--- src/reset_watchdog_defines.vh ---
// constants for the reset, power-on timer and watchdog block
`ifndef RESET_WATCHDOG_DEFINES_VH
`define RESET_WATCHDOG_DEFINES_VH
`define ADDR_WATCHDOG_MODE      2'h0
`define ADDR_STOP_RECOVERY      2'h1
`define ADDR_CONTROL            2'h2
`define ADDR_STATUS             2'h3
`define WDM_RESET               8'h0d
`define SRC_RESET               8'h00
`define WDM_TAP_LO              0
`define WDM_HALT_RUN            2
`define WDM_STOP_RUN            3
`define WDM_XTAL_SRC            4
`define SRC_DIV16               0
`define SRC_NO_DIV2             1
`define SRC_WAKE_LO             2
`define SRC_POR_BYPASS          5
`define SRC_STOP_FLAG           7
`define CTL_REFRESH             0
`define CTL_HALT                1
`define CTL_STOP                2
`define CTL_PERMANENT           3
`define FILTER_CLOCKS           3'h4
`define HOLD_CLOCKS             5'h12
`define POR_TIME_US             5000
`define RC_PERIOD_NS            1000
`define WD_MS_UNIT              5
`define SCLK_BASE               128
`define VECTOR_ADDR             16'h000c
`define FETCH_DELAY_MIN         5
`define CORE_CLK_NS             50
`endif

--- src/reset_filter.v ---
// external reset synchroniser, four-clock filter and stretch
`timescale 1ns/1ns
`default_nettype none
`include "reset_watchdog_defines.vh"
module reset_filter
(
    input  wire       core_clk,
    input  wire       reset,
    input  wire       ext_reset_n,
    output reg        ext_rst_active
);
    reg        sync1_reg;
    reg        sync2_reg;
    reg  [2:0] low_cnt_reg;
    reg  [4:0] hold_cnt_reg;
    always @(posedge core_clk or posedge reset)
    begin
        if (reset)
        begin
            sync1_reg      <= 1'b1;
            sync2_reg      <= 1'b1;
            low_cnt_reg    <= 3'h0;
            hold_cnt_reg   <= 5'h00;
            ext_rst_active <= 1'b0;
        end
        else
        begin
            sync1_reg <= ext_reset_n;
            sync2_reg <= sync1_reg;
            if (sync2_reg)
                low_cnt_reg <= 3'h0;
            else if (low_cnt_reg != `FILTER_CLOCKS)
                low_cnt_reg <= low_cnt_reg + 3'h1;
            // short pulses never reach the count and are dropped
            if (!sync2_reg && low_cnt_reg == `FILTER_CLOCKS)
            begin
                ext_rst_active <= 1'b1;
                if (!ext_rst_active)
                    hold_cnt_reg <= `HOLD_CLOCKS;
            end
            if (ext_rst_active)
            begin
                if (hold_cnt_reg != 5'h00)
                    hold_cnt_reg <= hold_cnt_reg - 5'h01;
                // longer of 18 clocks or the pin low time
                if (hold_cnt_reg <= 5'h01 && sync2_reg)
                    ext_rst_active <= 1'b0;
            end
        end
    end
endmodule // reset_filter
`default_nettype wire

--- src/watchdog_counter.v ---
// watchdog and power-on one-shot counter, one instance per timer
`timescale 1ns/1ns
`default_nettype none
`include "reset_watchdog_defines.vh"
module watchdog_counter
#(
    parameter CNT_W = 24
)
(
    input  wire             core_clk,
    input  wire             reset,
    input  wire             tick,
    input  wire             restart,
    input  wire             run,
    input  wire [CNT_W-1:0] limit,
    output reg              expired
);
    reg [CNT_W-1:0] count_reg;
    always @(posedge core_clk or posedge reset)
    begin
        if (reset)
        begin
            count_reg <= {CNT_W{1'b0}};
            expired   <= 1'b0;
        end
        else if (restart)
        begin
            count_reg <= {CNT_W{1'b0}};
            expired   <= 1'b0;
        end
        else if (run && tick && !expired)
        begin
            if (count_reg + 1'b1 >= limit)
                expired <= 1'b1;
            count_reg <= count_reg + 1'b1;
        end
    end
endmodule // watchdog_counter
`default_nettype wire

--- src/reset_clock_control.v ---
// reset, power-on timer, watchdog and clock control of the core
//
// Contract
// - low pulses shorter than four input clocks cause no reset
// - fifth clock latches reset, held 18 clocks or pin time if longer
// - during reset data strobe held low, address strobe toggles
// - fetch from 000c starts five to ten clocks after release
// - power-on and watchdog reset drive the open-drain pin low
// - power-on timer fires on power good, timeout, stop recovery
// - power-on timer from the rc oscillator delays execution 5 ms; counts the pin clock instead when mode bit 4 is set
// - halt stops cpu clock, interrupt exits, resumes after halt
// - stop recovery bit 0 enables divide-by-16 clock prescaler
// - stop recovery bit 1 zero divides clocks by two, one bypasses
// - stop recovery bits 2 to 4 pick the stop wake source
// - stop recovery write-only except bit 7 which is read-only
// - refresh instruction enables and restarts the watchdog
// - refresh instruction updates zero, sign and overflow flags
// - mode bits 1:0 select timeout; rc or system clock taps
// - mode bit 2 keeps watchdog running in halt, default one
// - mode bit 3 keeps watchdog in stop, rc clock only
// - mode bit 4 selects oscillator pin clock, stops it in stop
// - permanent option runs watchdog from reset regardless of bits; here set by a control bit 3 write, mode bit 4 still stops it in stop
// - four reset sources: power-on, timeout, stop recovery, pin
//
// Added by the designer: the Avalon-MM slave port and the register addresses.
`timescale 1ns/1ns
`default_nettype none
`include "reset_watchdog_defines.vh"
module reset_clock_control
#(
    parameter POR_CYCLES = (`POR_TIME_US * 1000) / `CORE_CLK_NS,
    parameter RC_DIV     = `RC_PERIOD_NS / `CORE_CLK_NS,
    parameter MS_RC_TICKS = 1000000 / `RC_PERIOD_NS
)
(
    input  wire        core_clk,
    input  wire        reset,
    input  wire [1:0]  avs_address,
    input  wire        avs_read,
    input  wire        avs_write,
    input  wire [31:0] avs_writedata,
    output reg  [31:0] avs_readdata,
    output reg         avs_waitrequest,
    input  wire        ext_reset_n_in,
    output reg         reset_pin_out,
    output reg         reset_pin_oe,
    input  wire        power_good,
    input  wire        oscillator_input_pin,
    input  wire        interrupt_request,
    input  wire [2:0]  wake_sources,
    output reg         core_reset,
    output reg         data_strobe_out_n,
    output reg         address_strobe_out,
    output reg         fetch_start,
    output reg  [15:0] fetch_address,
    output reg         cpu_clk_en,
    output reg         timer_clock_en,
    output reg         halted,
    output reg         stopped,
    output reg         flags_update,
    output reg  [2:0]  wake_select,
    output reg  [3:0]  reset_cause
);
    localparam ST_RESET = 2'd0;
    localparam ST_WAIT  = 2'd1;
    localparam ST_RUN   = 2'd2;
    reg  [7:0]  watchdog_mode_control;
    reg  [7:0]  stop_recovery_clock_control;
    reg         permanent_reg;
    reg         wd_enabled_reg;
    reg         stop_flag_reg;
    reg         pg_reg;
    reg  [1:0]  state_reg;
    reg  [3:0]  fetch_cnt_reg;
    reg  [15:0] rc_cnt_reg;
    reg         rc_tick_reg;
    reg         xtal_q_reg;
    reg         xtal_tick_reg;
    reg         div2_reg;
    reg  [3:0]  div16_reg;
    reg         por_start_reg;
    reg         wd_restart_reg;
    wire        ext_rst;
    wire        por_done;
    wire        wd_timeout;
    wire        wd_tick;
    wire        wd_run;
    wire [23:0] wd_limit;
    wire        por_tick;
    wire        sel;
    wire        write_mode;
    wire        write_src;
    wire        write_ctl;
    wire        wake_hit;
    wire        div_base;

    // timeout taps: 5,10,20,80 ms or 128,256,512,2048 clocks
    function [23:0] wd_taps;
        input [1:0]  tap;
        input        xtal;
        reg   [4:0]  mult;
        reg   [31:0] span;
        begin
            mult = (tap == 2'h3) ? 5'd16 : (5'd1 << tap);
            if (xtal)
                span = `SCLK_BASE * mult;
            else
                span = `WD_MS_UNIT * MS_RC_TICKS * mult;
            wd_taps = span[23:0];
        end
    endfunction

    assign sel        = !avs_waitrequest;
    assign write_mode = avs_write && sel && avs_address == `ADDR_WATCHDOG_MODE;
    assign write_src  = avs_write && sel && avs_address == `ADDR_STOP_RECOVERY;
    assign write_ctl  = avs_write && sel && avs_address == `ADDR_CONTROL;
    assign wake_hit   = stopped && |(wake_sources & wake_select);
    // rc source unless the pin clock is picked
    assign wd_tick    = watchdog_mode_control[`WDM_XTAL_SRC] ?
                        xtal_tick_reg : rc_tick_reg;
    assign por_tick   = wd_tick;
    assign wd_limit   = wd_taps(watchdog_mode_control[1:0],
                                watchdog_mode_control[`WDM_XTAL_SRC]);
    assign wd_run = (wd_enabled_reg || permanent_reg) && state_reg == ST_RUN &&
                    (stopped ? !watchdog_mode_control[`WDM_XTAL_SRC] &&
                               (permanent_reg ||
                                watchdog_mode_control[`WDM_STOP_RUN]) :
                     halted  ? (permanent_reg ||
                                watchdog_mode_control[`WDM_HALT_RUN]) :
                     1'b1);
    assign div_base = stop_recovery_clock_control[`SRC_NO_DIV2] | div2_reg;

    reset_filter u_filter
    (
        .core_clk       (core_clk),
        .reset          (reset),
        // our own drive of the pin is no external reset
        .ext_reset_n    (ext_reset_n_in | reset_pin_oe),
        .ext_rst_active (ext_rst)
    );

    watchdog_counter #(.CNT_W(24)) u_por
    (
        .core_clk (core_clk),
        .reset    (reset),
        .tick     (por_tick),
        .restart  (por_start_reg),
        .run      (1'b1),
        .limit    (POR_CYCLES[23:0] / RC_DIV[23:0]),
        .expired  (por_done)
    );

    watchdog_counter #(.CNT_W(24)) u_wd
    (
        .core_clk (core_clk),
        .reset    (reset),
        .tick     (wd_tick),
        .restart  (wd_restart_reg),
        .run      (wd_run),
        .limit    (wd_limit),
        .expired  (wd_timeout)
    );

    always @(posedge core_clk or posedge reset)
    begin
        if (reset)
        begin
            watchdog_mode_control       <= `WDM_RESET;
            stop_recovery_clock_control <= `SRC_RESET;
            permanent_reg      <= 1'b0;
            wd_enabled_reg     <= 1'b0;
            stop_flag_reg      <= 1'b0;
            pg_reg             <= 1'b0;
            state_reg          <= ST_RESET;
            fetch_cnt_reg      <= 4'h0;
            rc_cnt_reg         <= 16'h0000;
            rc_tick_reg        <= 1'b0;
            xtal_q_reg         <= 1'b0;
            xtal_tick_reg      <= 1'b0;
            div2_reg           <= 1'b0;
            div16_reg          <= 4'h0;
            por_start_reg      <= 1'b1;
            wd_restart_reg     <= 1'b1;
            avs_readdata       <= 32'h00000000;
            avs_waitrequest    <= 1'b1;
            reset_pin_out      <= 1'b0;
            reset_pin_oe       <= 1'b0;
            core_reset         <= 1'b1;
            data_strobe_out_n  <= 1'b0;
            address_strobe_out <= 1'b0;
            fetch_start        <= 1'b0;
            fetch_address      <= 16'h0000;
            cpu_clk_en         <= 1'b0;
            timer_clock_en     <= 1'b0;
            halted             <= 1'b0;
            stopped            <= 1'b0;
            flags_update       <= 1'b0;
            wake_select        <= 3'h0;
            reset_cause        <= 4'h0;
        end
        else
        begin
            por_start_reg  <= 1'b0;
            wd_restart_reg <= 1'b0;
            flags_update   <= 1'b0;
            fetch_start    <= 1'b0;
            // dedicated rc oscillator modelled as a divided tick
            rc_tick_reg <= (rc_cnt_reg == RC_DIV[15:0] - 16'h0001);
            rc_cnt_reg  <= (rc_cnt_reg == RC_DIV[15:0] - 16'h0001) ?
                           16'h0000 : rc_cnt_reg + 16'h0001;
            xtal_q_reg    <= oscillator_input_pin;
            xtal_tick_reg <= oscillator_input_pin & ~xtal_q_reg;
            div2_reg  <= ~div2_reg;
            // bit 1 high bypasses the halving
            if (div_base)
                div16_reg <= div16_reg + 4'h1;
            cpu_clk_en <= div_base && state_reg == ST_RUN && !halted &&
                          !stopped &&
                          (!stop_recovery_clock_control[`SRC_DIV16] ||
                           div16_reg == 4'hf);
            timer_clock_en <= div_base && !stopped &&
                              (!stop_recovery_clock_control[`SRC_DIV16] ||
                               div16_reg == 4'hf);
            // bus slave, one wait state per access
            avs_waitrequest <= !(avs_read || avs_write) || !avs_waitrequest;
            if (avs_read && avs_waitrequest)
                case (avs_address)
                    `ADDR_WATCHDOG_MODE: avs_readdata <=
                        {27'h0, watchdog_mode_control[4:0]};
                    // only the stop flag is readable
                    `ADDR_STOP_RECOVERY: avs_readdata <=
                        {24'h0, stop_flag_reg, 7'h00};
                    `ADDR_STATUS: avs_readdata <=
                        {24'h0, reset_cause, wd_enabled_reg | permanent_reg,
                         stopped, halted, core_reset};
                    default: avs_readdata <= 32'h00000000;
                endcase
            if (write_mode)
                watchdog_mode_control <= {3'h0, avs_writedata[4:0]};
            if (write_src)
                stop_recovery_clock_control <= {1'b0, avs_writedata[6:0]};
            wake_select <= stop_recovery_clock_control[4:2];
            if (write_ctl && avs_writedata[`CTL_PERMANENT])
                permanent_reg <= 1'b1;
            if (write_ctl && avs_writedata[`CTL_REFRESH] &&
                state_reg == ST_RUN)
            begin
                wd_enabled_reg <= 1'b1;
                wd_restart_reg <= 1'b1;
                flags_update   <= 1'b1;
            end
            if (write_ctl && avs_writedata[`CTL_HALT] && state_reg == ST_RUN)
                halted <= 1'b1;
            if (write_ctl && avs_writedata[`CTL_STOP] && state_reg == ST_RUN)
                stopped <= 1'b1;
            // interrupt exits halt; cpu resumes after the halt
            if (halted && interrupt_request)
                halted <= 1'b0;
            pg_reg <= power_good;
            // reset sources and power-on trigger
            if (power_good && !pg_reg)
            begin
                por_start_reg <= 1'b1;
                state_reg     <= ST_RESET;
                reset_cause   <= 4'h1;
            end
            else if (wd_timeout && wd_run)
            begin
                por_start_reg  <= 1'b1;
                wd_restart_reg <= 1'b1;
                state_reg      <= ST_RESET;
                reset_cause    <= 4'h2;
            end
            else if (wake_hit)
            begin
                stopped       <= 1'b0;
                stop_flag_reg <= 1'b1;
                reset_cause   <= 4'h4;
                state_reg     <= ST_RESET;
                por_start_reg <= !stop_recovery_clock_control[`SRC_POR_BYPASS];
            end
            else if (ext_rst)
            begin
                state_reg   <= ST_RESET;
                reset_cause <= 4'h8;
            end
            case (state_reg)
                ST_RESET:
                begin
                    core_reset <= 1'b1;
                    halted     <= 1'b0;
                    // por_done is stale on the trigger edge
                    if (!ext_rst && !por_start_reg && (por_done ||
                        reset_cause == 4'h8 || reset_cause == 4'h4 &&
                        stop_recovery_clock_control[`SRC_POR_BYPASS]))
                    begin
                        state_reg     <= ST_WAIT;
                        fetch_cnt_reg <= 4'h0;
                    end
                end
                ST_WAIT:
                begin
                    fetch_cnt_reg <= fetch_cnt_reg + 4'h1;
                    if (fetch_cnt_reg == `FETCH_DELAY_MIN - 1)
                    begin
                        state_reg     <= ST_RUN;
                        core_reset    <= 1'b0;
                        fetch_start   <= 1'b1;
                        fetch_address <= `VECTOR_ADDR;
                    end
                end
                ST_RUN:
                    core_reset <= 1'b0;
                default:
                    state_reg <= ST_RESET;
            endcase
            // strobes during reset
            data_strobe_out_n  <= !(state_reg != ST_RUN);
            address_strobe_out <= (state_reg != ST_RUN) ?
                                  ~address_strobe_out : 1'b1;
            // open-drain drive for internal power-on and timeout
            reset_pin_out <= 1'b0;
            reset_pin_oe  <= state_reg == ST_RESET && !por_done &&
                             (reset_cause == 4'h1 || reset_cause == 4'h2);
        end
    end
endmodule // reset_clock_control
`default_nettype wire

--- config.mk ---
export PLATFORM = sky130hd
export DESIGN_NAME = reset_clock_control
export DESIGN_NICKNAME = d
export VERILOG_FILES = /design/src/reset_filter.v /design/src/watchdog_counter.v /design/src/reset_clock_control.v
export VERILOG_INCLUDE_DIRS = /design/src
export SDC_FILE = /design/constraint.sdc
export NUM_CORES = 1
export LEC_CHECK = 0
export BUFFER_PORTS_ARGS = -buffer_cell sky130_fd_sc_hd__clkbuf_2
export CORE_UTILIZATION = 55
export CTS_CLUSTER_SIZE = 12
export DETAILED_ROUTE_END_ITERATION = 12
export HOLD_SLACK_MARGIN = 0.12
export PLACE_DENSITY = 0.77
export SLEW_MARGIN = 30
export SYNTH_ARGS = -nofsm -noshare
export SYNTH_HDL_FRONTEND = slang
export SYNTH_SLANG_ARGS = --single-unit
--- constraint.sdc ---
create_clock -name core_clk -period 5.3 [get_ports core_clk]
set_input_delay 0.795 -clock core_clk [delete_from_list [all_inputs] [get_ports core_clk]]
set_output_delay 0.795 -clock core_clk [all_outputs]
set_load 0.01 [all_outputs]
---- After elaboration in Yosys (flattened, before gate mapping) ----
Index checks and enable logic that the tools add are counted.
operators by class
  $add $sub $neg .......................... 7
  multiply operators ...................... 1
  magnitude comparators ................... 3
  equal/unequal tests ..................... 18
  shift-type cells ........................ 1
  muxes and demuxes ....................... 57
  bitwise logic cells ..................... 10
  reductions and logical operators ........ 77
operators by type and width
  operator                                                                  number
  24-bit 2-to-1 mux                                                         4
  24-bit by 1-bit adder with 24-bit output (second input constant)          2
  1-bit logical AND                                                         35
  1-bit 2-to-1 mux                                                          29
  5-bit 2-to-1 mux                                                          5
  24-bit by 13-bit >= comparator with 1-bit output (second input constant)  1
  24-bit by 18-bit >= comparator with 1-bit output                          1
  8-bit case mux with 3 select lines                                        1
  4-bit 2-to-1 mux                                                          5
  18-bit 2-to-1 mux                                                         1
  16-bit by 1-bit adder with 16-bit output (second input constant)          1
  16-bit by 5-bit == test with 1-bit output (second input constant)         1
  16-bit 2-to-1 mux                                                         1
  10-bit by 5-bit multiplier with 15-bit output (first input constant)      1
  1-bit zero test                                                           14
  2-bit 2-to-1 mux                                                          6
  2-bit nonzero test                                                        6
  2-bit AND reduction                                                       5
  1-bit logical OR                                                          9
  4-bit by 1-bit adder with 4-bit output (second input constant)            2
  2-bit == test (second input constant)                                     4
  4-bit by 3-bit == test with 1-bit output (second input constant)          2
  4-bit == test (second input constant)                                     2
  4-bit case mux with 2 select lines                                        1
  other kinds (23)                                                          35
word-level totals
  register bits after elaboration ......... 159
  output and inout bits ................... 67
  logic and storage cells ................. 214

---- Depth between registers and ports, before layout ----
Gate-level depths: netlist of run 1.
  word-level depth ........................ 9
  gate-level depth with buffers ........... 16
  gate-level depth less buffers ........... 16

---- By module ----
From an unflattened synthesis of run 1, not the netlist that was laid out.
unflattened totals
  cells, all modules ...................... 938
  area, all modules ....................... 8828.5 um^2
by module, submodules not included
  module               instances  cells each  area an instance (um^2)  sequential area each (um^2)
  watchdog_counter     2          260         2177.1                   625.6
  reset_clock_control  1          364         3893.7                   1860.5
  reset_filter         1          54          580.6                    277.8

---- Worst setup path after synthesis of run 1 ----
OpenSTA, ideal clock, no wires.
  kind .................................... register to register
  start point ............................. register watchdog_mode_control[0]
  end point ............................... register u_wd.expired
  arrival ................................. 3.322 ns
  data required time ...................... 5.162 ns
  setup slack ............................. 1.840 ns
  stages on the path, launching flop included .. 16
  path through ............................ dfstp_2 > inv_1 > ha_1 > and2_1 > ha_1 > ha_1 > xor2_1 > nor2_1 > a21oi_1 > ha_1 > a21o_1 > a21o_1 > a2111oi_0 > o31ai_1 > a211oi_1 > a311oi_1
between the ends
  word-level cells in the longest chain between the ends .. 7
  elaborated cells on any way between the ends .. 8
  classes of those cells .................. 1 x mul; 1 x order compare; 1 x eq/ne; 1 x shift; 2 x mux; 2 x reduce/logical
RTL lines
  item                                                                                 line                       source
  from (decl)                                                                          reset_clock_control.v:67   reg [7:0] watchdog_mode_control;
  from (signal assigned)                                                               reset_clock_control.v:168  watchdog_mode_control <= `WDM_RESET;
  from (signal assigned)                                                               reset_clock_control.v:239  watchdog_mode_control <= {3'h0, avs_writedata[4:0]};
  2-bit == test / 1-bit by 2-bit left shift with 5-bit output (equally long branches)  reset_clock_control.v:104  mult = (tap == 2'h3) ? 5'd16 : (5'd1 << tap);
  5-bit 2-to-1 mux (*)                                                                 reset_clock_control.v:104
  10-bit by 5-bit multiplier with 15-bit output (no line)                              --
  18-bit 2-to-1 mux (*)                                                                reset_clock_control.v:105  if (xtal)
  24-bit by 18-bit >= comparator with 1-bit output (*)                                 watchdog_counter.v:33      if (count_reg + 1'b1 >= limit)
  2-bit nonzero test (no line) (*)                                                     --
  2-bit AND reduction (no line) (*)                                                    --
  to (signal assigned)                                                                 watchdog_counter.v:24      expired <= 1'b0;
  to (signal assigned)                                                                 watchdog_counter.v:29      expired <= 1'b0;
  to (signal assigned)                                                                 watchdog_counter.v:34      expired <= 1'b1;
  to (decl)                                                                            watchdog_counter.v:16      output reg expired
Mark *: on every way between the ends. The rest lies on a longest branch, timed or not.
A chain may end at the register's enable or synchronous reset.

---- Final worst setup path of run 1 ----
Ends and elaborated chain as after synthesis.

==> metrics.md, run 1 <==
| Metric | Value |
|---|---|
| Total wire length | 15300 um |
| Core Box Area | 13900 sq um |
| Post-Syn Instances | 795 |
| Leak | 0.00410 uW |
| Rows | 43 |
| Highest Signal Layer | met4 |
| Met3 Wirelength | 744 um |
| Drt initial violations | 337 |
| Sequential power share | 0.417 |
| Max-cap viol count | 0 |
| Post-route setup TNS | 0 ns |
| Chip Height | 121 um |
| Clock Pin Slew Worst Setup and Hold Paths | 0.06 ns |
| H-tree levels | 4 |
| Filler cells | 1136 |
| Top-count cell post-synth | dfrtp_1 |
| #FFs+latches synth | 135 |
| Routed via count | 5608 |
| Initial core utilization | 0.562 |
| Net Sw Frac | 0.284 |
| Post-Synth Simple-Gate Area | 0.211 |
| Compound-Gate Fraction of Synth Area | 0.0972 |
| Critical Path AT | 4.10 ns |
| Crit. End Element | register |
| R2r setup slk | 1.47 ns |
| Vias in the first global route | 5402 |
| Die ar. | 14700 sq um |
| Seq/Total Area, Yosys | 0.435 |
| WL met1 | 7130 um |
| # port buffers | 46 |
| Fin. Hold Viols | 0 |
| Clock sink count | 135 |
| Root buffer cell | clkbuf_16 |
| Distinct cell type count of the synthesized netlist | 76 |
| Setup Skew | 0.00761 ns |
| GPL Wtd Cong | 0.808 |
| Cell internal pwr | 2230 uW |
| Worst slew margin | 0.454 |
| Met2 wire len | 7230 um |
| First-pass DRT Iterations | 5 |
| Measured slew at the worst slew-check pin | 0.813 ns |
| Tot GR Track Use | 0.226 |
| Worst Setup Start Kind | register |
| Cts bufs inserted | 17 |
| WL/cell | 15.0 um |
| Most frequent cells after synthesis | 126 x dfrtp_1, 80 x nor2_1, 62 x nand2_1 |
| Drc violations | 0 |
| Area growth from synthesis to layout | 10.5% |
| Switch Pwr | 885 uW |
| Hold crit path type | reg -> reg |
| Critical Path Fanout Max | 8 |
| Post-synthesis area per instance | 9.81 sq um |
| Ys Warns | 0 |
| Post-synthesis mux area share | 0.0258 |
| Prevailing post-synth register cell | dfrtp_1 |
| F_max | 261 MHz |
| Cts hold-fix bufs | 0 |
| HPWL after detailed placement | 10300 um |
| Vias per cell | 5.48 |
| Antenna violation net count after detailed routing | 0 |
| Req. time, crit path | 5.58 ns |
| Placed cell area | 7980 sq um |
| Kind of critical path | reg -> reg |
| Status | finished clean |
| Synth top area share | 0.404 |
| Layout cells sized above 1 | 0.152 |
| CTS tree | built |
| Resize count post-CTS | 0 |
| Final non-filler cell area | 8620 sq um |
| Die Wd | 121 um |
| Pwr dens | 361 nW/um^2 |
| GRT overflow | 0 |
| Synth Area in Adders | 0.0658 |
| VDD IR max | 0.000279 V |
| Final min period | 3.83 ns |
| I/O pins | 112 |
| Final Cycle Share | 0.722 |
| Max-slew violations | 0 |
| Ranking of synthesized cells by area | dfrtp_1 40%, ha_1 6.6%, xor2_1 5.4% |
| Number of setup buffers added after CTS | 0 |
| First-pass GRT wire length | 25800 um |
| EDFF count, synth | 0 |
| Area leader, netlist | dfrtp_1 |
| Post-synth design cell area | 7800 sq um |
| Largest net degree at the start of global routing | 94 |
| Worst-Skew Late Latency | 0.42 ns |
| RSZ-0062 raised after global routing | false |
| ANT cells | 0 |
| Largest family of logic cells by synthesized area | simple AND/OR/NAND/NOR gates |
| Final nets | 917 |
| Clock buffer depth | 2 |
| Asr flop ratio synth | 1.00 |
| Final setup fails | 0 |
| Initial antenna violation count | 0 |
| Xor/xnor share of the synthesized area | 0.0966 |
| Clock power share | 0.403 |
| Comb power frac | 0.180 |
[through the flow]
stage	util	total power [uW]	setup WS (ns)	hold slack, ns	instances
2_1_floorplan	-	1730	0.909	0.345	833
3_3_place_gp	0.575	1850	1.61	0.353	992
3_5_place_dp	0.575	1870	1.52	0.355	992
4_1_cts	0.621	3140	1.46	0.360	1024
5_1_grt	0.621	3280	1.17	0.364	1024
6_report	0.621	3110	1.47	0.360	1024
[final cells by class]
cell class	instances	area [sq um]	share of cell area
multi-input combinational	604	4020	0.467
sequential	135	3390	0.393
clock buffer	26	519	0.0603
timing repair buffer	49	253	0.0293
tap	180	225	0.0261
clock inverter	6	111	0.0129
inverter	24	95.1	0.0110
[metal layers]
metal / track usage / vias up
li1: - / 2740
met1: 0.291 / 2742
met2: 0.361 / 112
met3: 0.0658 / 14
met4: 0.0787 / 0
met5: 0 / -
[worst max-delay path: stages, from the launching register on]
cell       delay, ns
dfstp_2         0.62
inv_1           0.13
ha_1            0.24
and2_1          0.18
ha_1            0.28
ha_1            0.30
xor2_1          0.16
nor2_1          0.10
a21oi_1         0.05
ha_1            0.33
a21o_1          0.18
a21o_1          0.17
a2111oi_0       0.40
o31ai_1         0.14
a211oi_1        0.25
a311oi_1        0.15
[worst paths after layout]
path,from,endpoint,depth (start not counted)
hold reg to reg,u_filter.sync1_reg$_DFF_PP1_,u_filter.sync2_reg$_DFF_PP1_,0
max in group asynchronous,reset,watchdog_mode_control[2]$_DFFE_PP1P_,3
min in group asynchronous,reset,wake_select[0]$_DFF_PP0_,2
setup / recovery,watchdog_mode_control[0]$_DFFE_PP1P_,u_wd.expired$_DFFE_PP0P_,15
setup reg to reg,watchdog_mode_control[0]$_DFFE_PP1P_,u_wd.expired$_DFFE_PP0P_,15
hold / removal,u_filter.sync1_reg$_DFF_PP1_,u_filter.sync2_reg$_DFF_PP1_,0
[power groups by stage]
stage | registers, uW | logic [uW] | clock network, uW
3_5_place_dp | 1310 | 558 | 0
3_3_place_gp | 1310 | 543 | 0
2_1_floorplan | 1280 | 446 | 0
4_1_cts | 1300 | 565 | 1280
6_report | 1300 | 560 | 1260
5_1_grt | 1320 | 640 | 1320
[cells in the final DEF, fill, tap and decap left out, types with 4 or more instances in the layout]
master and count:
dfrtp_1 126, nor2_1 79, nand2_1 62, xor2_1 48
clkbuf_2 46, nand3_1 41, ha_1 41, conb_1 39
xnor2_1 38, o21ai_0 33, inv_1 23, and3_1 22
a21oi_1 19, clkbuf_16 17, nand4_1 14, mux2_2 14
nand2b_1 12, nor3_1 11, nor2b_1 10, and2_1 9
and4_1 9, or3_1 9, dfstp_2 9, a21o_1 6
a211oi_1 6, a31oi_1 6, clkbuf_8 6, a22oi_1 5
a22o_1 4
[cells by family (layout without fill, tap and decap cells)]
group | after synthesis | count (layout)
compound gates | 109 | 109
fa+ha+maj | 41 | 41
xor+xnor | 86 | 86
flops | 135 | 135
buf+inv | 94 | 105
mux | 18 | 18
simple gates | 311 | 311
other cells | 1 | 39
Note: power is estimated with default switching activity, not from simulation.
==> run 2: changes to the inputs <==
==> constraint.sdc (replaced) <==
create_clock -name core_clk -period 3.9 [get_ports core_clk]
set_input_delay 0.585 -clock core_clk [delete_from_list [all_inputs] [get_ports core_clk]]
set_output_delay 0.585 -clock core_clk [all_outputs]
set_load 0.01 [all_outputs]
==> run 2 against run 1 <==
Net effect: register-to-register slack got worse by 1.2 ns; setup slack got worse by 1.2 ns; clock-buffer cell count decreased by 2; combinational power increased by 41%; clock power increased by 32%; global-route usage increased by 0.31 points; critical endpoint unchanged.
==> metrics.md, run 2 (same netlist as run 1, synthesis figures left out) <==
| Metric | Value |
|---|---|
| Pwr dens | 487 nW/um^2 |
| Cts hold-fix bufs | 0 |
| I/O pins | 112 |
| # port buffers | 46 |
| Routed via count | 5598 |
| Req. time, crit path | 4.18 ns |
| Leak | 0.00412 uW |
| Crit-path slowest cell | dfstp_2 |
| Drc violations | 0 |
| Commonest non-fill, non-tap cells in the layout | 125 x dfrtp_1, 80 x nor2_1, 62 x nand2_1, 48 x xor2_1, 46 x clkbuf_2 |
| Crit path cell chain | buf_12 > ha_1 > and2_1 > ha_1 > ha_1 > xor2_1 > nor2_1 > a21oi_1 > ha_1 > a21o_1 > a21o_1 > a2111oi_2 > o31ai_1 > a211oi_1 > a311oi_1 |
| Measured slew at the worst slew-check pin | 0.883 ns |
| Pre-CTS setup slack | 0.189 ns |
| Final setup fails | 0 |
| Final nets | 919 |
| Die ar. | 14700 sq um |
| Setup Skew | 0.00810 ns |
| Chip Height | 121 um |
| Vias per cell | 5.45 |
| Switch Pwr | 1200 uW |
| Critical Path AT | 3.95 ns |
| Final WS setup | 0.229 ns |
| Vias in the first global route | 5450 |
| Cell mode on critical path | ha_1 |
| Largest net degree at the start of global routing | 136 |
| WL/cell | 14.9 um |
| Critical Path Fanout Max | 7 |
| Final min period | 3.67 ns |
| Max-cap viol count | 0 |
| Final Cycle Share | 0.941 |
| VDD IR max | 0.000357 V |
| Total wire length | 15300 um |
| Root buffer cell | clkbuf_16 |
| First-pass DRT Iterations | 4 |
| Sequential power share | 0.419 |
| GPL Wtd Cong | 0.816 |
| Die Wd | 121 um |
| Fin. Hold Viols | 0 |
| Layout cells sized above 1 | 0.155 |
| Core Box Area | 13900 sq um |
| Antenna violation net count after detailed routing | 0 |
| Worst Setup Start Kind | register |
| First-pass GRT wire length | 26200 um |
| Kind of critical path | reg -> reg |
| Net Sw Frac | 0.286 |
| Cell internal pwr | 3010 uW |
| Clock buffer depth | 2 |
| Status | finished clean |
| Area growth from synthesis to layout | 10.8% |
| H-tree levels | 4 |
| Max-slew violations | 0 |
| Clock power share | 0.394 |
| HPWL after detailed placement | 10300 um |
| Cts bufs inserted | 17 |
| Rows | 43 |
| Filler cells | 1167 |
| GRT overflow | 0 |
| Initial core utilization | 0.562 |
| Clock Pin Slew Worst Setup and Hold Paths | 0.06 ns |
| Hold crit path type | in -> reg |
| Crit. End Element | register |
| CTS tree | built |
| Tot GR Track Use | 0.229 |
| Commonest non-fill, non-tap cell in the layout | dfrtp_1 |
| Drt initial violations | 298 |
| Post-route setup TNS | 0 ns |
| Worst slew margin | 0.407 |
| Worst-Skew Late Latency | 0.42 ns |
| CP max stage delay | 0.56 ns |
| F_max | 272 MHz |
| Comb power frac | 0.187 |
| Clock sink count | 135 |
| Initial antenna violation count | 0 |
==> run 2: cell types whose count changed in the layout (fill, tap and decap cells not counted), sizes merged <==
cell,delta
inv,-1
buf,+2
clkbuf,-2
clkinv,+3
diode,+1
==> run 2: critical path, delay by kind of cell, from the launching register on <==
| kind | cells | cell delay, ns |
|---|---|---|
| simple gates | 2 | 0.28 |
| buf+inv | 1 | 0.12 |
| xor+xnor | 1 | 0.16 |
| flops | 1 | 0.56 |
| compound gates | 7 | 1.28 |
| fa+ha+maj | 4 | 1.12 |
==> run 2: routing by layer <==
layer / track usage / part of all wire / up-vias
li1: - / - / 2744
met1: 0.297 / 0.47 / 2728
met2: 0.361 / 0.47 / 104
met3: 0.0620 / 0.037 / 22
met4: 0.0957 / 0.020 / 0
met5: 0 / 0 / -
==> run 2: power groups by stage <==
| stage | registers (uW) | logic, uW | clock network, uW |
|---|---|---|---|
| final | 1760 | 787 | 1660 |
| after global routing | 1790 | 897 | 1770 |
| after CTS | 1770 | 775 | 1680 |
| after detailed placement | 1790 | 763 | 0 |
| after global placement | 1780 | 737 | 0 |
| after floorplan | 1740 | 606 | 0 |
==> run 2: worst paths after layout <==
path	slack, ns	endpoint	start	cells past startpoint
max	0.23	u_wd.expired$_DFFE_PP0P_	watchdog_mode_control[0]$_DFFE_PP1P_	15
min reg2reg	0.36	u_filter.sync2_reg$_DFF_PP1_	u_filter.sync1_reg$_DFF_PP1_	0
max in group asynchronous	2.99	xtal_tick_reg$_DFF_PP0_	reset	3
min in group asynchronous	0.35	u_por.count_reg[15]$_DFFE_PP0P_	reset	3
min	0.29	xtal_q_reg$_DFF_PP0_	oscillator_input_pin	1
max reg2reg	0.23	u_wd.expired$_DFFE_PP0P_	watchdog_mode_control[0]$_DFFE_PP1P_	15
==> run 2: cell type report <==
cell class	instances	area (sq um)	share of cell area
timing repair buffer	51	293	0.0339
antenna	1	2.50	0.000290
sequential	135	3390	0.392
multi-input combinational	604	4030	0.466
clock inverter	8	119	0.0138
inverter	24	93.8	0.0109
tap	180	225	0.0261
clock buffer	24	492	0.0569
==> run 2: repair_timing <==
| item | CTS | global route |
|---|---|---|
| setup buffers | 0 | 1 |
| resized for setup | 0 | 3 |
| setup endpoints to repair | 0 | 1 |
==> run 2: through the flow <==
stage	utilization	power (uW)	hold WS, ns	instance area (sq um)	std cells
floorplan	-	2350	0.345	7940	833
global placement	0.576	2520	0.352	8000	993
detailed placement	0.576	2550	0.355	8000	993
CTS	0.620	4230	0.270	8610	1025
global route	0.622	4450	0.285	8640	1026
finish	0.623	4210	0.290	8640	1027
==> run 3: changes to the inputs <==
--- a/config.mk
+++ b/config.mk
@@ -11,7 +11,7 @@
 export CTS_CLUSTER_SIZE = 12
 export DETAILED_ROUTE_END_ITERATION = 12
 export HOLD_SLACK_MARGIN = 0.12
-export PLACE_DENSITY = 0.77
+export PLACE_DENSITY = 0.86
 export SLEW_MARGIN = 30
 export SYNTH_ARGS = -nofsm -noshare
 export SYNTH_HDL_FRONTEND = slang
==> run 3 against run 2 <==
Net effect: first-iteration DRC count is 58% higher; global-route usage is 0.50 points higher; fmax decreased by 0.77%; routed wire length increased by 3.1%; combinational power increased by 4.3%.
==> metrics.md, run 3 (same netlist as run 1, synthesis figures left out) <==
| Metric | Value |
|---|---|
| Cell count of the worst reg-to-reg path | 15 |
| Reg area | 3390 sq um |
| HPWL after detailed placement | 10800 um |
| Worst min-delay path startpoint | oscillator_input_pin |
| First-pass GRT wire length | 26600 um |
| GPL Wtd Cong | 0.853 |
| Status | finished clean |
| Fin. Hold Viols | 0 |
| Fin cells | 1030 |
| Drt initial violations | 470 |
| Leak | 0.00414 uW |
| Sequential power share | 0.413 |
| Commonest non-fill, non-tap cell in the layout | dfrtp_1 |
| Clock buffer depth | 2 |
| Hold crit path type | in -> reg |
| Worst-Skew Late Latency | 0.43 ns |
| Pwr dens | 490 nW/um^2 |
| Worst slew margin | 0.472 |
| ANT cells | 0 |
| RSZ-0062 raised after global routing | false |
| Post-route setup TNS | 0 ns |
| Routed via count | 5700 |
| Filler cells | 1092 |
| Hold endpoint | xtal_q_reg$_DFF_PP0_ |
| Core Box Area | 13900 sq um |
| Max-slew violations | 0 |
| Final setup fails | 0 |
| Cts bufs inserted | 17 |
| Vias in the first global route | 5533 |
| Layout Utilization | 0.628 |
| Area growth from synthesis to layout | 11.7% |
| Vias per cell | 5.53 |
| Final Cycle Share | 0.949 |
| Reg-to-reg startpoint | watchdog_mode_control[0]$_DFFE_PP1P_ |
| Clock Pin Slew Worst Setup and Hold Paths | 0.06 ns |
| Root buffer cell | clkbuf_16 |
| WL met1 | 7340 um |
| Critical Path AT | 3.98 ns |
| H-tree levels | 4 |
| Layout cells sized above 1 | 0.161 |
| I/O pins | 112 |
| Switch Pwr | 1240 uW |
| Req. time, crit path | 4.18 ns |
| Clock power share | 0.394 |
| Kind of critical path | reg -> reg |
| # port buffers | 46 |
| Largest net degree at the start of global routing | 71 |
| Rows | 43 |
| Measured slew at the worst slew-check pin | 0.786 ns |
| Chip Height | 121 um |
| First-pass DRT Iterations | 4 |
| Drc violations | 0 |
| Worst Hold Depth | 1 |
| Max-cap viol count | 0 |
| GRT overflow | 0 |
| Multi-input gate area | 4040 sq um |
| Net Sw Frac | 0.292 |
| CTS tree | built |
| Initial core utilization | 0.562 |
| Total wire length | 15800 um |
| WL/cell | 15.3 um |
| Die ar. | 14700 sq um |
| Highest Signal Layer | met4 |
| Tot GR Track Use | 0.234 |
| R2r setup slk | 0.20 ns |
| VDD IR max | 0.000351 V |
| Setup Skew | 0.00712 ns |
| Met3 Wirelength | 610 um |
| Critical Path Fanout Max | 5 |
| Crit. End Element | register |
| Die Wd | 121 um |
| Antenna violation net count after detailed routing | 0 |
| FF-to-FF End | u_wd.expired$_DFFE_PP0P_ |
| F_max | 270 MHz |
| Comb power frac | 0.192 |
| Final nets | 923 |
| Worst Setup Start Kind | register |
| Placed Instances | 994 |
| Commonest non-fill, non-tap cells in the layout | 125 x dfrtp_1, 80 x nor2_1, 62 x nand2_1, 48 x xor2_1, 46 x clkbuf_2 |
| Cell internal pwr | 3020 uW |
| Met2 wire len | 7570 um |
| Final min period | 3.70 ns |
| Initial antenna violation count | 0 |
| Clock sink count | 135 |
[run 3: cell type report]
class | count | area share
inverters | 24 | 0.0108
flip-flops and latches | 135 | 0.389
repair buffers | 55 | 0.0388
multi-input cells | 604 | 0.464
clock inverters | 11 | 0.0167
well taps | 180 | 0.0259
clock buffers | 21 | 0.0551
[run 3: how the worst max path moves through the flow]
stage | startpoint | to | slack, ns | cells past startpoint
6_report | watchdog_mode_control[0]$_DFFE_PP1P_ | u_wd.expired$_DFFE_PP0P_ | 0.20 | 15
5_1_grt | watchdog_mode_control[0]$_DFFE_PP1P_ | u_wd.expired$_DFFE_PP0P_ | 0.03 | 16
4_1_cts | watchdog_mode_control[0]$_DFFE_PP1P_ | u_wd.expired$_DFFE_PP0P_ | 0.05 | 15
3_5_place_dp | watchdog_mode_control[0]$_DFFE_PP1P_ | u_wd.expired$_DFFE_PP0P_ | 0.16 | 15
3_3_place_gp | watchdog_mode_control[0]$_DFFE_PP1P_ | u_wd.expired$_DFFE_PP0P_ | 0.21 | 15
2_1_floorplan | watchdog_mode_control[0]$_DFFE_PP1P_ | u_wd.expired$_DFFE_PP0P_ | 0.44 | 15
[run 3: through the flow]
step	total power (uW)	hold WS, ns	setup slack [ns]	instance area [sq um]
after floorplan	2350	0.345	0.440	7940
after global routing	4490	0.276	0.0335	8710
after global placement	2520	0.347	0.214	8000
after CTS	4250	0.267	0.0529	8640
final	4270	0.277	0.200	8710
after detailed placement	2560	0.347	0.161	8000
[run 3: layer usage]
metal	vias up	global-route usage
met4	0	0.0887
met1	2793	0.310
li1	2759	-
met2	124	0.380
met3	24	0.0446
met5	-	0
[run 3: what timing repair did]
action	4_1_cts	5_1_grt
hold buffers	0	1
buffers inserted	0	2
cloned	0	0
pin swaps	0	5
endpoints found under the setup margin	1	1
endpoints found under the hold margin	0	7
gates resized for setup	2	2
[run 3: worst max-delay path, cell delays in order, from the launching register on]
cell and delay, ns:
dfstp_2 0.57, inv_1 0.11, ha_1 0.25, and2_1 0.18
ha_1 0.29, ha_1 0.31, xor2_1 0.16, nor2_1 0.09
a21oi_1 0.05, ha_1 0.32, a21o_1 0.18, a21o_1 0.20
a2111oi_4 0.34, o31ai_1 0.12, a211oi_1 0.24, a311oi_1 0.15
[run 3: power by group through the flow]
| stage | logic [uW] | clock network [uW] | registers (uW) |
|---|---|---|---|
| finish | 821 | 1680 | 1760 |
| detailed placement | 775 | 0 | 1780 |
| floorplan | 606 | 0 | 1740 |
| CTS | 785 | 1700 | 1760 |
| global route | 932 | 1770 | 1790 |
| global placement | 745 | 0 | 1780 |
